**src/core/igc_consts.svh**
```systemverilog
`ifndef IGC_CONSTS_SVH
`define IGC_CONSTS_SVH

`define IGC_CLK_MHZ 50
`define IGC_DEAD_NS 1500
`define IGC_DEAD_CYC ((`IGC_DEAD_NS * `IGC_CLK_MHZ + 999) / 1000)
`define IGC_MINPW_NS 500
`define IGC_MINPW_CYC ((`IGC_MINPW_NS * `IGC_CLK_MHZ + 999) / 1000)
`define IGC_SHDN_NS 3000
`define IGC_SHDN_CYC ((`IGC_SHDN_NS * `IGC_CLK_MHZ + 999) / 1000)
`define IGC_CARRIER_HZ 20000
`define IGC_PERIOD_CYC ((`IGC_CLK_MHZ * 1000000 + `IGC_CARRIER_HZ - 1) / `IGC_CARRIER_HZ)
`define IGC_RESTART_MS 2000
`define IGC_RESTART_CYC (`IGC_RESTART_MS * `IGC_CLK_MHZ * 1000)
`define IGC_CNT_W 32
`define IGC_PHASES 3

`endif

```
**src/core/igc_pkg.sv**
```systemverilog
package igc_pkg;
	typedef enum logic [1:0] {
		IGC_RUN,
		IGC_SHDN,
		IGC_WAIT
	} igc_mode_e;

	typedef struct packed {
		logic [2:0] high_side_command;
		logic [2:0] low_side_command;
	} igc_gate_s;

	typedef struct packed {
		logic [2:0] high_req;
		logic [2:0] low_req;
	} igc_req_s;
endpackage

```
**src/core/igc_ctrl.sv**
```systemverilog
`timescale 1ns/1ns
`default_nettype none
`include "igc_consts.svh"

// Notes on behaviour
// - The controller leaves at least 1.5 us between one transistor of a phase turning off and the other on.
// - Every high and low pulse on a command input lasts at least 0.5 us, except a high pulse cut short by a fault or shutdown stop.
// - The PWM carrier runs no faster than 20 kHz.
// - The controller always drives the command lines to a defined level.
// - After a fault the controller drives all commands low well inside 5 ms.
// - On a low fault line the controller stops the motor at once.
// - After a fault stop the controller waits at least 2 s before commanding again.
// - A controller shutdown pulse and any high level on the fault line last at least 3.0 us.
module igc_ctrl (
	input wire logic mclk_in,
	input wire logic rst_b_in,
	input wire igc_pkg::igc_req_s req_in,
	input wire logic shutdown_req_in,
	input wire logic fault_line_in,
	output logic fault_line_out,
	output logic fault_line_oe_out,
	output igc_pkg::igc_gate_s gate_out,
	output logic fault_active_out,
	output logic ready_out
);
	import igc_pkg::*;

	// ----------------------------------------
	// State
	// ----------------------------------------
	// The two sync stages bring the shared fault line into this clock domain.
	// The mode counter times the shutdown guard in run, the shutdown pulse itself
	// and the restart hold-off, so only one of those spans is ever running.
	// The carrier counter runs freely from reset and paces every gate change except the drop on a fault or shutdown.
	// Per phase, the high and low counters hold the minimum pulse width of
	// their own command, and the dead counter holds off the opposite side after
	// either command has turned off.
	typedef struct packed {
		logic sync1;
		logic sync2;
		igc_mode_e mode;
		logic [`IGC_CNT_W-1:0] mode_cnt;
		logic [`IGC_CNT_W-1:0] carrier_cnt;
		igc_gate_s gate;
		logic [2:0][15:0] hcnt;
		logic [2:0][15:0] lcnt;
		logic [2:0][15:0] dcnt;
	} igc_state_s;

	igc_state_s st;
	igc_state_s next_st;

	// ----------------------------------------
	// Timing
	// ----------------------------------------
	// Every span is rounded up to whole clock cycles, so the controller never
	// undercuts a minimum when the clock rate does not divide it evenly.
	// The per-phase counters are sixteen bits wide, which is ample for the
	// pulse and dead spans at this clock rate.
	localparam logic [15:0] MINPW = 16'(`IGC_MINPW_CYC);
	localparam logic [15:0] DEAD = 16'(`IGC_DEAD_CYC);
	localparam logic [`IGC_CNT_W-1:0] SHDN = `IGC_CNT_W'(`IGC_SHDN_CYC);
	localparam logic [`IGC_CNT_W-1:0] PERIOD = `IGC_CNT_W'(`IGC_PERIOD_CYC);

	// The restart hold-off is a parameter so that a short test run can shrink it.
	// In hardware it must stay at its default of two seconds.
	parameter logic [`IGC_CNT_W-1:0] RESTART_CYC = `IGC_CNT_W'(`IGC_RESTART_CYC);

	// ----------------------------------------
	// Derived flags
	// ----------------------------------------
	// A fault is acted on from the second sync stage only, never from the first,
	// so a metastable first stage cannot reach the gate logic.
	logic fault_seen;
	logic carrier_tick;

	assign fault_seen = ~st.sync2;
	assign carrier_tick = (st.carrier_cnt == PERIOD - `IGC_CNT_W'(1));

	// ----------------------------------------
	// Next state
	// ----------------------------------------
	always_comb begin
		next_st = st;
		next_st.sync1 = fault_line_in;
		next_st.sync2 = st.sync1;
		next_st.carrier_cnt = carrier_tick ? '0 : st.carrier_cnt + `IGC_CNT_W'(1);
		for (int p = 0; p < `IGC_PHASES; p++) begin
			if (st.hcnt[p] != 16'h0000) begin
				next_st.hcnt[p] = st.hcnt[p] - 16'h0001;
			end
			if (st.lcnt[p] != 16'h0000) begin
				next_st.lcnt[p] = st.lcnt[p] - 16'h0001;
			end
			if (st.dcnt[p] != 16'h0000) begin
				next_st.dcnt[p] = st.dcnt[p] - 16'h0001;
			end
		end
		unique case (st.mode)
			IGC_RUN: begin
				if (fault_seen) begin
					// Commands drop in the cycle after the sync stage sees low, far inside 5 ms.
					next_st.gate = '0;
					next_st.mode = IGC_WAIT;
					next_st.mode_cnt = '0;
				end else if (shutdown_req_in && st.mode_cnt >= SHDN) begin
					// The line has stood high for the minimum span before it is pulled.
					// A request that comes too early simply waits here.
					next_st.gate = '0;
					next_st.mode = IGC_SHDN;
					next_st.mode_cnt = '0;
				end else begin
					if (st.mode_cnt < SHDN) begin
						next_st.mode_cnt = st.mode_cnt + `IGC_CNT_W'(1);
					end
					// Requests are sampled only on carrier edges, capping the switching rate.
					if (carrier_tick) begin
						for (int p = 0; p < `IGC_PHASES; p++) begin
							// Turning off waits for the on pulse to reach minimum width.
							if (st.gate.high_side_command[p] && !req_in.high_req[p] && st.hcnt[p] == 16'h0000) begin
								next_st.gate.high_side_command[p] = 1'b0;
								next_st.hcnt[p] = MINPW;
								next_st.dcnt[p] = DEAD;
							end
							if (st.gate.low_side_command[p] && !req_in.low_req[p] && st.lcnt[p] == 16'h0000) begin
								next_st.gate.low_side_command[p] = 1'b0;
								next_st.lcnt[p] = MINPW;
								next_st.dcnt[p] = DEAD;
							end
							// The opposite side must be off and the dead time spent.
							if (!st.gate.high_side_command[p] && req_in.high_req[p] && !req_in.low_req[p]
								&& !st.gate.low_side_command[p] && st.dcnt[p] == 16'h0000
								&& st.hcnt[p] == 16'h0000) begin
								next_st.gate.high_side_command[p] = 1'b1;
								next_st.hcnt[p] = MINPW;
							end else if (!st.gate.low_side_command[p] && req_in.low_req[p] && !req_in.high_req[p]
								&& !st.gate.high_side_command[p] && st.dcnt[p] == 16'h0000
								&& st.lcnt[p] == 16'h0000) begin
								next_st.gate.low_side_command[p] = 1'b1;
								next_st.lcnt[p] = MINPW;
							end
						end
					end
				end
			end
			IGC_SHDN: begin
				// The pulled line reads back as a fault, which is ignored here and
				// instead stretches the hold-off once the pull is released.
				next_st.gate = '0;
				next_st.mode_cnt = st.mode_cnt + `IGC_CNT_W'(1);
				if (st.mode_cnt >= SHDN - `IGC_CNT_W'(1) && !shutdown_req_in) begin
					next_st.mode = IGC_WAIT;
					next_st.mode_cnt = '0;
				end
			end
			IGC_WAIT: begin
				// The hold-off restarts for as long as the line stays low, so a fault
				// that repeats never lets the motor restart early.
				next_st.gate = '0;
				if (fault_seen) begin
					next_st.mode_cnt = '0;
				end else if (st.mode_cnt >= RESTART_CYC - `IGC_CNT_W'(1)) begin
					next_st.mode = IGC_RUN;
					next_st.mode_cnt = '0;
				end else begin
					next_st.mode_cnt = st.mode_cnt + `IGC_CNT_W'(1);
				end
			end
		endcase
	end

	// ----------------------------------------
	// Registers
	// ----------------------------------------
	always_ff @(posedge mclk_in or negedge rst_b_in) begin
		if (!rst_b_in) begin
			st <= '0;
			st.sync1 <= 1'b1;
			st.sync2 <= 1'b1;
			// Start in the hold-off state so a power-up is treated like a fault restart.
			st.mode <= IGC_WAIT;
		end else begin
			st <= next_st;
		end
	end

	// ----------------------------------------
	// Outputs
	// ----------------------------------------
	// The gate commands come straight from flip-flops, so they are always at a
	// defined level and carry no combinational glitches to the power stage.
	// The fault line is open-drain: the data bit is fixed low and only the enable
	// moves, so the controller can never fight the pull-up or the device.
	assign gate_out = st.gate;
	assign fault_line_out = 1'b0;
	assign fault_line_oe_out = (st.mode == IGC_SHDN);
	assign fault_active_out = (st.mode != IGC_RUN);
	assign ready_out = (st.mode == IGC_RUN);
endmodule // igc_ctrl

`default_nettype wire

```
**config.mk**
```make
export PLATFORM = sky130hd
export DESIGN_NAME = igc_ctrl
export DESIGN_NICKNAME = d
export VERILOG_FILES = /design/src/core/igc_pkg.sv /design/src/core/igc_ctrl.sv
export VERILOG_INCLUDE_DIRS = /design/src /design/src/core
export SDC_FILE = /design/constraint.sdc
export NUM_CORES = 1
export LEC_CHECK = 0
export BUFFER_PORTS_ARGS = -buffer_cell sky130_fd_sc_hd__buf_4
export CORE_MARGIN = 1
export CORE_UTILIZATION = 52
export DETAILED_ROUTE_END_ITERATION = 16
export PLACE_DENSITY = 0.68
export SYNTH_ARGS = -nofsm -noshare
export SYNTH_HDL_FRONTEND = slang
export SYNTH_SLANG_ARGS = --single-unit
```
**constraint.sdc**
```tcl
create_clock -name mclk_in -period 5.15 [get_ports mclk_in]
set_clock_uncertainty 0.2 [all_clocks]
set_input_delay 1.2875 -clock mclk_in [delete_from_list [all_inputs] [get_ports mclk_in]]
set_output_delay 1.2875 -clock mclk_in [all_outputs]
set_load 0.005 [all_outputs]
```
---- After elaboration in Yosys (flattened, before gate mapping) ----
Cells that the tools add are included.
operators by class
  multiplexer cells ....................... 63
  bitwise operators ....................... 0
  multiply operators ...................... 0
  equality and inequality tests ........... 12
  magnitude comparators ................... 4
  shift-type cells ........................ 0
  reductions and logical operators ........ 82
  div/mod/pow operators ................... 0
  $add $sub $neg .......................... 11
operators by type and width
  cell                   number
  $mux 16                30
  $mux 144               3
  $mux 32                5
  $mux 150               1
  $logic_not 16->1       9
  $reduce_bool 16->1     9
  $sub 16x1->16 const B  9
  $pmux 34 s3            1
  $mux 34                2
  $add 32x1->32 const B  2
  $ge 32x8->1 const B    2
  $logic_and 1x1->1      44
  $eq 32x12->1 const B   1
  $ge 32x27->1 const B   1
  $lt 32x8->1 const B    1
  $mux 1                 15
  $ne 5x2->1 const B     3
  $logic_not 1->1        13
  $mux 6                 2
  $pmux 6 s2             1
  $ne 4x2->1 const B     2
  $mux 2                 3
  $reduce_and 2->1       3
  $ne 2x2->1 const B     2
  other kinds (8)        8
word-level totals
  word-level logic and storage cells ...... 190
  output and inout bits ................... 10
  RAM bits ................................ 0
  memory bits (read-only) ................. 0
  latch bits .............................. 0
  bits in registers ....................... 218
  memories ................................ 0

---- Logic depth before layout (Yosys ltp) ----
Gate-level depths: netlist (run 1).
  depth in word-level cells ............... 12
  gate-level depth with buffers ........... 11

---- Worst setup path before layout (run 1) ----
No wires, ideal clock.
  path type ............................... reg-to-reg
  start ................................... register st[23] in the netlist's numbering
  end ..................................... register st[65] in the netlist's numbering
  period minus slack after synthesis ...... 2971 ps
  path slack .............................. 2179 ps
  arrival time ............................ 2651 ps
  buffers on the path ..................... 1
  stages on the path, launching flop included .. 9
  cells stage by stage .................... dfrtp_1 -> or4_4 -> or3_4 -> or3_1 -> buf_6 -> or4_4 -> a21oi_2 -> nand2_2 -> o211a_1
RTL lines
  what                      line             RTL
  start: declaration        igc_ctrl.sv:50   igc_state_s st;
  start signal: assignment  igc_ctrl.sv:183  st <= next_st;

==> impl_metrics.env, run 1 <==
export IMPL_worst_path_max_fanout=16
export IMPL_cts_hold_buffers=0
export IMPL_hold_slack_ps=161
export IMPL_cts_buffers=24
export IMPL_die_area_mm2=0.0214
export IMPL_final_period_minus_worst_setup_slack_ps=3900
export IMPL_cp_slowest_stage_delay_ps=890
export IMPL_grt_util_all_layers_pct=19.5
export IMPL_routedWlPerCell_um=14.2
export IMPL_io_buffer_count=18
export IMPL_clk_pin_slew_ps=60
export IMPL_p_per_area_mw_per_mm2=297
export IMPL_critPathArrivalTime_ps=4050
export IMPL_number_of_rows_in_the_core_area=52
export IMPL_via_count_of_the_first_global_routing_pass=7495
export IMPL_netlist_top_cell_by_area="sky130_fd_sc_hd__dfrtp_1"
export IMPL_ir_worst_vdd_mv=0.250
export IMPL_dpl_cell_area_mm2=0.0112
export IMPL_timing_max_transition_violations_final=0
export IMPL_starting_utilization_of_the_core_area_pct=53.2
export IMPL_cts_tree="built"
export IMPL_post_route_drc_count=0
export IMPL_top_cell_family_by_delay_on_the_critical_path="simple AND/OR/NAND/NOR gates"
export IMPL_yosys_register_bits=218
export IMPL_vias=7743
export IMPL_grt_setup_unrepaired="no"
export IMPL_min_delay_path_class="flop to flop"
export IMPL_clk_lat_worst_skew_ps=510
export IMPL_post_cts_repair_setup_buffers=0
export IMPL_grt_first_pass_wirelength_mm=35.1
export IMPL_boundaryPins=20
export IMPL_yosys_top_cells_area="sky130_fd_sc_hd__dfrtp_1 50%, sky130_fd_sc_hd__xor2_1 6.9%, sky130_fd_sc_hd__xnor2_1 6.1%, sky130_fd_sc_hd__nor2_1 5.0%, sky130_fd_sc_hd__nand2_1 3.6%"
export IMPL_achievable_frequency_mhz=257
export IMPL_post_synth_cell_area_avg_um2=9.83
export IMPL_area_growth_synth_to_final_pct=10.7
export IMPL_globalplace_congestion=0.796
export IMPL_leakage_nw=5.78
export IMPL_final_period_utilization_pct=75.7
export IMPL_cts_path_max_buffers=3
export IMPL_dp_cells=1370
export IMPL_post_synth_num_cell_types=61
export IMPL_timing_critical_path_buf_inv=0
export IMPL_netlist_top_cells_count="215 x sky130_fd_sc_hd__dfrtp_1, 143 x sky130_fd_sc_hd__nor2_1, 103 x sky130_fd_sc_hd__nand2_1"
export IMPL_route_detailed_vias_per_inst=5.48
export IMPL_netlist_instances=1102
export IMPL_maxSlewHeadroom_pct=30.9
export IMPL_critPathLaunchType="flop"
export IMPL_critPathRequiredTime_ps=5300
export IMPL_worst_tran_pin_value_ps=1040
export IMPL_grt_max_degree=98
export IMPL_nets=1154
export IMPL_fin_tns_setup_ps=0
export IMPL_drv_max_cap_violation_count=0
export IMPL_layout_area_seq_mm2=0.00546
export IMPL_final_hold_viol_count=0
export IMPL_root_buffer="sky130_fd_sc_hd__clkbuf_16"
export IMPL_initial_antenna_violation_count=0
export IMPL_h_tree_depth=1
export IMPL_timing_critical_path_slowest_stage_cell="sky130_fd_sc_hd__nor2b_1"
export IMPL_reg2reg_slack_ps=1250
export IMPL_finalSetupViolations=0
export IMPL_num_fill_cells=1696
export IMPL_syn_area_mm2=0.0108
export IMPL_finalCoreUtilization_pct=58.9
export IMPL_run_status="complete, no violations"
export IMPL_design_core_area_mm2=0.0204
export IMPL_antenna_violating_nets_post_route=0
export IMPL_top_count_cell_post_synth="sky130_fd_sc_hd__dfrtp_1"
export IMPL_path_cells="or4_1 > nor3_1 > nand4_1 > o31a_1 > nor4_2 > nor2b_1 > nor2_1"
export IMPL_insertedDiodeCount=0
export IMPL_hpwl_after_detailed_placement_mm=13.7
export IMPL_layout_cells_non_filler=1412
export IMPL_dieHeight_um=146
export IMPL_timing_setup_critical_path_class="flop to flop"
export IMPL_dp_worst_setup_slack_ps=1280
export IMPL_drt_first_pass_iters=5
export IMPL_setup_ws_ps=1250
export IMPL_synth_flop_cell="sky130_fd_sc_hd__dfrtp_1"
export IMPL_drt_iter0_markers=321
export IMPL_layout_cell_share_with_drive_strength_beyond_1_pct=7.62
export IMPL_async_flop_share_pct=100
export IMPL_post_synth_edffs=0
export IMPL_synth_fp_nets=1130
export IMPL_finish_instance_area_mm2=0.0120
export IMPL_multi_input_area_mm2=0.00509
export IMPL_synthesis_yosys_warnings=0
export IMPL_critical_path_endpoint_type="flop"
export IMPL_synth_seq_area_share_pct=50.4
export IMPL_wirelength_mm=20.1
export IMPL_cts_sinks=218
export IMPL_synth_top_area_share_pct=49.6
export IMPL_grt_overflow_total=0
export IMPL_cts_resized_gates=0
export IMPL_p_total_mw=3.57
export IMPL_die_width_um=146
## per-layer routing
metal  global-route usage [%]  up-vias  share of wire (%)
li1                         -     3873                  -
met1                     28.1     3748                 50
met2                     30.9       93                 45
met3                     2.78       29                3.0
met4                     5.10        0                2.1
met5                        0        -                  0
## cells in the final DEF (no fill, tap or decap), types with 8 or more instances in the layout
cell type	instances
sky130_fd_sc_hd__a21oi_1	10
sky130_fd_sc_hd__and3_1	21
sky130_fd_sc_hd__and4_1	8
sky130_fd_sc_hd__buf_4	24
sky130_fd_sc_hd__clkbuf_1	8
sky130_fd_sc_hd__clkbuf_16	25
sky130_fd_sc_hd__dfrtp_1	215
sky130_fd_sc_hd__ha_1	18
sky130_fd_sc_hd__inv_1	37
sky130_fd_sc_hd__nand2_1	103
sky130_fd_sc_hd__nand2b_1	18
sky130_fd_sc_hd__nand3_1	49
sky130_fd_sc_hd__nand3b_1	10
sky130_fd_sc_hd__nand4_1	20
sky130_fd_sc_hd__nor2_1	143
sky130_fd_sc_hd__nor3_1	63
sky130_fd_sc_hd__nor4_1	46
sky130_fd_sc_hd__o21ai_0	31
sky130_fd_sc_hd__or3_1	17
sky130_fd_sc_hd__or4_1	16
sky130_fd_sc_hd__xnor2_1	76
sky130_fd_sc_hd__xor2_1	85
## report_power, final
part | internal, mW | switching [mW]
Clock | 1.03 | 0.652
Sequential | 1.75 | 0.0350
Combinational | 0.0396 | 0.0645
## layout make-up
type                       count  share of cell area, %
sequential                   218                   45.5
multi-input combinational    820                   42.4
clock buffer                  36                   5.81
tap                          270                   2.82
timing repair buffer          25                   1.63
inverter                      37                   1.16
clock inverter                 6                  0.668
## final timing paths
check | startpoint | to | cells past startpoint
setup / recovery | st[199] | st[5] | 7
hold / removal | next_st[216] | st[216] | 0
setup reg to reg | st[199] | st[5] | 7
hold reg to reg | next_st[216] | st[216] | 0
max in group asynchronous | rst_b_in | st[126] | 2
min in group asynchronous | rst_b_in | st[59] | 1
## state kept, by name, indices dropped and copies added, names as in the netlist
name	cells
st	211
next_st	1
gate_out	6
## cell families after synthesis
logic type | share of synthesized area, %
AOI/OAI and AO/OA | 4.83
xor gates and xnor gates | 13.0
adders and majority gates | 2.08
buffers and inverters | 2.74
DFF | 50.4
muxes | 0.589
other | 0.0346
and+or+nand+nor | 26.3
(Power assumes the default switching activity.)
==> inputs of run 2 (changes only) <==
- clock period: 5.15 -> 4.1 ns (I/O delays scaled with it)
==> impl_metrics.env, run 2 (synthesis gave the netlist of run 1 again) <==
export IMPL_grt_setup_unrepaired="no"
export IMPL_post_route_drc_count=0
export IMPL_io_buffer_count=18
export IMPL_critPathArrivalTime_ps=3610
export IMPL_grt_first_pass_wirelength_mm=36.2
export IMPL_share_comb_of_total_power_pct=3.0
export IMPL_h_tree_depth=1
export IMPL_maxSlewHeadroom_pct=34.3
export IMPL_grt_max_degree=92
export IMPL_p_sw_mw=0.980
export IMPL_clk_lat_worst_skew_ps=510
export IMPL_dieHeight_um=146
export IMPL_worst_tran_pin_value_ps=980
export IMPL_root_buffer="sky130_fd_sc_hd__clkbuf_16"
export IMPL_min_delay_path_class="flop to flop"
export IMPL_post_cts_repair_setup_buffers=0
export IMPL_cts_hold_buffers=0
export IMPL_drt_first_pass_iters=4
export IMPL_run_status="complete, no violations"
export IMPL_wirelength_mm=20.3
export IMPL_achievable_frequency_mhz=297
export IMPL_routedWlPerCell_um=14.3
export IMPL_commonest_non_fill_non_tap_cell_in_the_layout="sky130_fd_sc_hd__dfrtp_1"
export IMPL_cts_resized_gates=0
export IMPL_via_count_of_the_first_global_routing_pass=7728
export IMPL_critPathRequiredTime_ps=4340
export IMPL_drv_max_cap_violation_count=0
export IMPL_cts_buffers=24
export IMPL_die_area_mm2=0.0214
export IMPL_drt_iter0_markers=355
export IMPL_largest_register="st"
export IMPL_antenna_violating_nets_post_route=0
export IMPL_layout_cells_most_common_list="215 x sky130_fd_sc_hd__dfrtp_1, 143 x sky130_fd_sc_hd__nor2_1, 103 x sky130_fd_sc_hd__nand2_1, 85 x sky130_fd_sc_hd__xor2_1, 76 x sky130_fd_sc_hd__xnor2_1"
export IMPL_hpwl_after_detailed_placement_mm=14.0
export IMPL_ir_worst_vdd_mv=0.319
export IMPL_cts_path_max_buffers=3
export IMPL_grt_overflow_total=0
export IMPL_fin_tns_setup_ps=0
export IMPL_route_detailed_vias_per_inst=5.45
export IMPL_finalSetupViolations=0
export IMPL_number_of_rows_in_the_core_area=52
export IMPL_timing_max_transition_violations_final=0
export IMPL_path_cells="or4_1 > nor3_1 > nand4_1 > o31a_1 > nor4_2 > nor2b_1 > buf_4 > nand2b_1"
export IMPL_insertedDiodeCount=0
export IMPL_final_period_minus_worst_setup_slack_ps=3370
export IMPL_hold_slack_ps=156
export IMPL_design_core_area_mm2=0.0204
export IMPL_r2r_worst_path_cells=8
export IMPL_starting_utilization_of_the_core_area_pct=53.2
export IMPL_cp_slowest_stage_delay_ps=690
export IMPL_critPathLaunchType="flop"
export IMPL_clk_pin_slew_ps=60
export IMPL_p_seq_share_pct=49.8
export IMPL_area_growth_synth_to_final_pct=11.2
export IMPL_die_width_um=146
export IMPL_holdPathStages=0
export IMPL_largest_register_ff_count=211
export IMPL_critical_path_endpoint_type="flop"
export IMPL_final_period_utilization_pct=82.2
export IMPL_boundaryPins=20
export IMPL_globalplace_congestion=0.794
export IMPL_timing_critical_path_slowest_stage_cell="sky130_fd_sc_hd__nor4_2"
export IMPL_worst_path_max_fanout=16
export IMPL_nets=1157
export IMPL_initial_antenna_violation_count=0
export IMPL_p_per_area_mw_per_mm2=373
export IMPL_internal_power_mw=3.52
export IMPL_leakage_nw=5.81
export IMPL_timing_setup_critical_path_class="flop to flop"
export IMPL_layout_cell_share_with_drive_strength_beyond_1_pct=8.37
export IMPL_grt_util_all_layers_pct=20.0
export IMPL_clock_share_of_power_pct=47.2
export IMPL_cts_tree="built"
export IMPL_cts_sinks=218
export IMPL_final_hold_viol_count=0
export IMPL_vias=7725
export IMPL_swShare_pct=21.8
export IMPL_num_fill_cells=1724
[run 2: cell types whose count changed in the layout (fill, tap and decap cells not counted), sizes merged]
cell / delta
clkinvlp: +3
bufinv: -1
clkinv: +1
clkbuf: -2
buf: +3
inv: +1
[run 2: layer usage]
layer / GRT usage, % / wire (um)
met1: 28.1 / 9910
met2: 32.6 / 9360
met3: 3.13 / 681
met4: 4.90 / 385
met5: 0 / 0
[run 2: layout make-up]
type | instances | area (um2) | share of cell area, %
Tap cell | 270 | 338 | 2.80
Inverter | 37 | 139 | 1.15
Sequential cell | 218 | 5460 | 45.3
Clock buffer | 34 | 709 | 5.89
Timing Repair Buffer | 28 | 230 | 1.91
Multi-Input combinational cell | 820 | 5090 | 42.2
Clock inverter | 10 | 86.3 | 0.717
[run 2: worst paths after layout]
check	from	to	slack (ps)
min reg2reg	next_st[216]	st[216]	160
max	st[199]	st[1]	730
min	next_st[216]	st[216]	160
max in group asynchronous	rst_b_in	st[39]	2480
min in group asynchronous	rst_b_in	st[4]	320
max reg2reg	st[199]	st[1]	730
[run 2: through the flow]
step / util, % / total power, mW / area (um2) / worst slack (ps) / std cells
floorplan: - / 2.34 / 10800 / 1130 / 1102
global placement: 55.3 / 2.41 / 11300 / 807 / 1373
detailed placement: 55.3 / 2.42 / 11300 / 662 / 1373
CTS: 59.2 / 4.55 / 12000 / 700 / 1417
global route: 59.2 / 4.67 / 12000 / 486 / 1417
finish: 59.2 / 4.50 / 12000 / 728 / 1417
[run 2: power groups by stage]
stage          registers (mW)  logic [mW]  clock network (mW)
2_1_floorplan            2.27      0.0686                   0
3_3_place_gp             2.28       0.134                   0
3_5_place_dp             2.28       0.140                   0
4_1_cts                  2.24       0.139                2.18
5_1_grt                  2.24       0.157                2.27
6_report                 2.24       0.134                2.12
[run 2: worst max-delay path, delay by kind of cell, from the launching register on]
kind,cells,cell delay (ps)
simple gates,6,2000
buf+inv,1,210
flops,1,420
compound gates,1,460
==> inputs of run 3 (changes only) <==
- PLACE_DENSITY: 0.68 -> 0.71
- clock period: 4.1 -> 3 ns (I/O delays scaled with it)
==> impl_metrics.env, run 3 (synthesis gave the netlist of run 1 again) <==
export IMPL_root_buffer="sky130_fd_sc_hd__clkbuf_16"
export IMPL_antenna_violating_nets_post_route=0
export IMPL_io_buffer_count=18
export IMPL_critical_path_endpoint_type="flop"
export IMPL_fin_tns_setup_ps=0
export IMPL_achievable_frequency_mhz=347
export IMPL_critical_path_reg2reg_startpoint="st[23]"
export IMPL_layout_cell_share_with_drive_strength_beyond_1_pct=11.0
export IMPL_swShare_pct=21.3
export IMPL_critPathRequiredTime_ps=3200
export IMPL_num_fill_cells=1686
export IMPL_grt_setup_unrepaired="no"
export IMPL_most_common_cell_type_on_the_critical_path="sky130_fd_sc_hd__or4_4"
export IMPL_drt_first_pass_iters=5
export IMPL_p_per_area_mw_per_mm2=495
export IMPL_grt_busiest_layer="met2"
export IMPL_hp_start="fault_line_in"
export IMPL_wirelength_mm=21.1
export IMPL_drt_iter0_markers=471
export IMPL_dpl_cell_area_mm2=0.0116
export IMPL_die_area_mm2=0.0214
export IMPL_area_growth_synth_to_final_pct=14.3
export IMPL_worstReg2RegEnd="st[65]"
export IMPL_cts_path_max_buffers=3
export IMPL_worst_path_max_fanout=4
export IMPL_vias=7959
export IMPL_global_route_usage_met2_pct=33.0
export IMPL_nets=1191
export IMPL_hold_slack_ps=148
export IMPL_ir_worst_vdd_mv=0.369
export IMPL_layout_cells_most_common_list="215 x sky130_fd_sc_hd__dfrtp_1, 142 x sky130_fd_sc_hd__nor2_1, 103 x sky130_fd_sc_hd__nand2_1, 85 x sky130_fd_sc_hd__xor2_1, 76 x sky130_fd_sc_hd__xnor2_1"
export IMPL_clk_lat_worst_skew_ps=510
export IMPL_h_tree_depth=1
export IMPL_min_delay_path_class="primary input to flop"
export IMPL_path_cells="or4_4 > or3_4 > or3_1 > or4_4 > a21oi_2 > nand2_2 > o211a_1"
export IMPL_met1_demand_to_capacity_share_in_global_routing_pct=28.5
export IMPL_final_period_utilization_pct=96.2
export IMPL_worst_tran_pin_value_ps=554
export IMPL_grt_max_degree=68
export IMPL_post_route_drc_count=0
export IMPL_via_count_of_the_first_global_routing_pass=7898
export IMPL_drv_max_cap_violation_count=0
export IMPL_r2r_worst_path_cells=7
export IMPL_leakage_nw=6.00
export IMPL_p_sw_mw=1.30
export IMPL_finalCoreUtilization_pct=60.8
export IMPL_timing_setup_critical_path_class="flop to flop"
export IMPL_reg2reg_slack_ps=120
export IMPL_cts_sinks=218
export IMPL_run_status="complete, no violations"
export IMPL_grt_first_pass_wirelength_mm=36.5
export IMPL_share_comb_of_total_power_pct=3.1
export IMPL_final_period_minus_worst_setup_slack_ps=2880
export IMPL_cts_buffers=24
export IMPL_number_of_rows_in_the_core_area=52
export IMPL_holdPathStages=1
export IMPL_starting_utilization_of_the_core_area_pct=53.2
export IMPL_global_route_usage_met3_pct=3.00
export IMPL_commonest_non_fill_non_tap_cell_in_the_layout="sky130_fd_sc_hd__dfrtp_1"
export IMPL_internal_power_mw=4.83
export IMPL_boundaryPins=20
export IMPL_hpwl_after_detailed_placement_mm=14.4
export IMPL_routedWlPerCell_um=14.5
export IMPL_finalSetupViolations=0
export IMPL_largest_register_ff_count=211
export IMPL_dieHeight_um=146
export IMPL_cts_tree="built"
export IMPL_globalplace_congestion=0.853
export IMPL_critPathLaunchType="flop"
export IMPL_grt_overflow_total=0
export IMPL_initial_antenna_violation_count=0
export IMPL_grt_util_all_layers_pct=20.3
export IMPL_timing_critical_path_slowest_stage_cell="sky130_fd_sc_hd__or4_4"
export IMPL_timing_max_transition_violations_final=0
export IMPL_design_core_area_mm2=0.0204
export IMPL_die_width_um=146
export IMPL_insertedDiodeCount=0
export IMPL_maxSlewHeadroom_pct=62.8
export IMPL_route_detailed_vias_per_inst=5.49
export IMPL_critPathArrivalTime_ps=3080
export IMPL_worstHoldEndpoint="next_st[216]"
export IMPL_largest_register="st"
export IMPL_clk_pin_slew_ps=60
export IMPL_clock_share_of_power_pct=46.9
export IMPL_final_hold_viol_count=0
export IMPL_p_seq_share_pct=49.9
export IMPL_finish_instance_area_mm2=0.0124
export IMPL_cp_slowest_stage_delay_ps=540
==> run 3: timing repair <==
action / CTS / global route
setup endpoints to repair: 0 / 43
hold buffers: 1 / 0
setup buffers: 0 / 1
resized for setup: 0 / 7
endpoints found under the hold margin: 1 / 0
==> run 3: critical path: cells and delay by family, from the launching register on <==
kind            cells  cell delay (ps)
simple gates        5             1900
flops               1              370
compound gates      2              300
==> run 3: how the worst max path moves through the flow <==
stage | from | endpoint | slack (ps) | cells after the start
2_1_floorplan | st[23] | st[65] | 30 | 8
3_3_place_gp | st[23] | st[65] | 140 | 7
3_5_place_dp | st[135] | gate_out[5] | 80 | 6
4_1_cts | st[135] | gate_out[5] | 70 | 6
5_1_grt | st[96] | st[107] | 9 | 10
6_report | st[23] | st[65] | 120 | 7
==> run 3: metal layers <==
metal  vias to the layer above  routed length (um)
met1                      3861               10200
met4                         0                 425
met2                       109                9670
met3                        36                 742
li1                       3953                   -
met5                         -                   0
==> run 3: cell type report <==
class | count | area [um2] | area share [%]
inverters | 37 | 139 | 1.12
multi-input cells | 820 | 5120 | 41.3
repair buffers | 62 | 551 | 4.44
flip-flops and latches | 218 | 5460 | 44.1
well taps | 270 | 338 | 2.73
clock inverters | 4 | 47.5 | 0.384
clock buffers | 38 | 734 | 5.93
==> run 3: power by group through the flow <==
stage | Clock (mW) | Combinational, mW | Sequential [mW]
finish | 2.88 | 0.192 | 3.06
global route | 3.08 | 0.222 | 3.07
CTS | 2.96 | 0.198 | 3.06
detailed placement | 0 | 0.195 | 3.11
global placement | 0 | 0.190 | 3.11
floorplan | 0 | 0.0937 | 3.10
==> run 3: through the flow <==
stage | setup slack (ps) | cells | total power [mW]
after global placement | 139 | 1405 | 3.30
after CTS | 74.5 | 1448 | 6.22
after global routing | 8.70 | 1449 | 6.37
after floorplan | 28.9 | 1102 | 3.19
after detailed placement | 81.7 | 1405 | 3.31
final | 115 | 1449 | 6.13
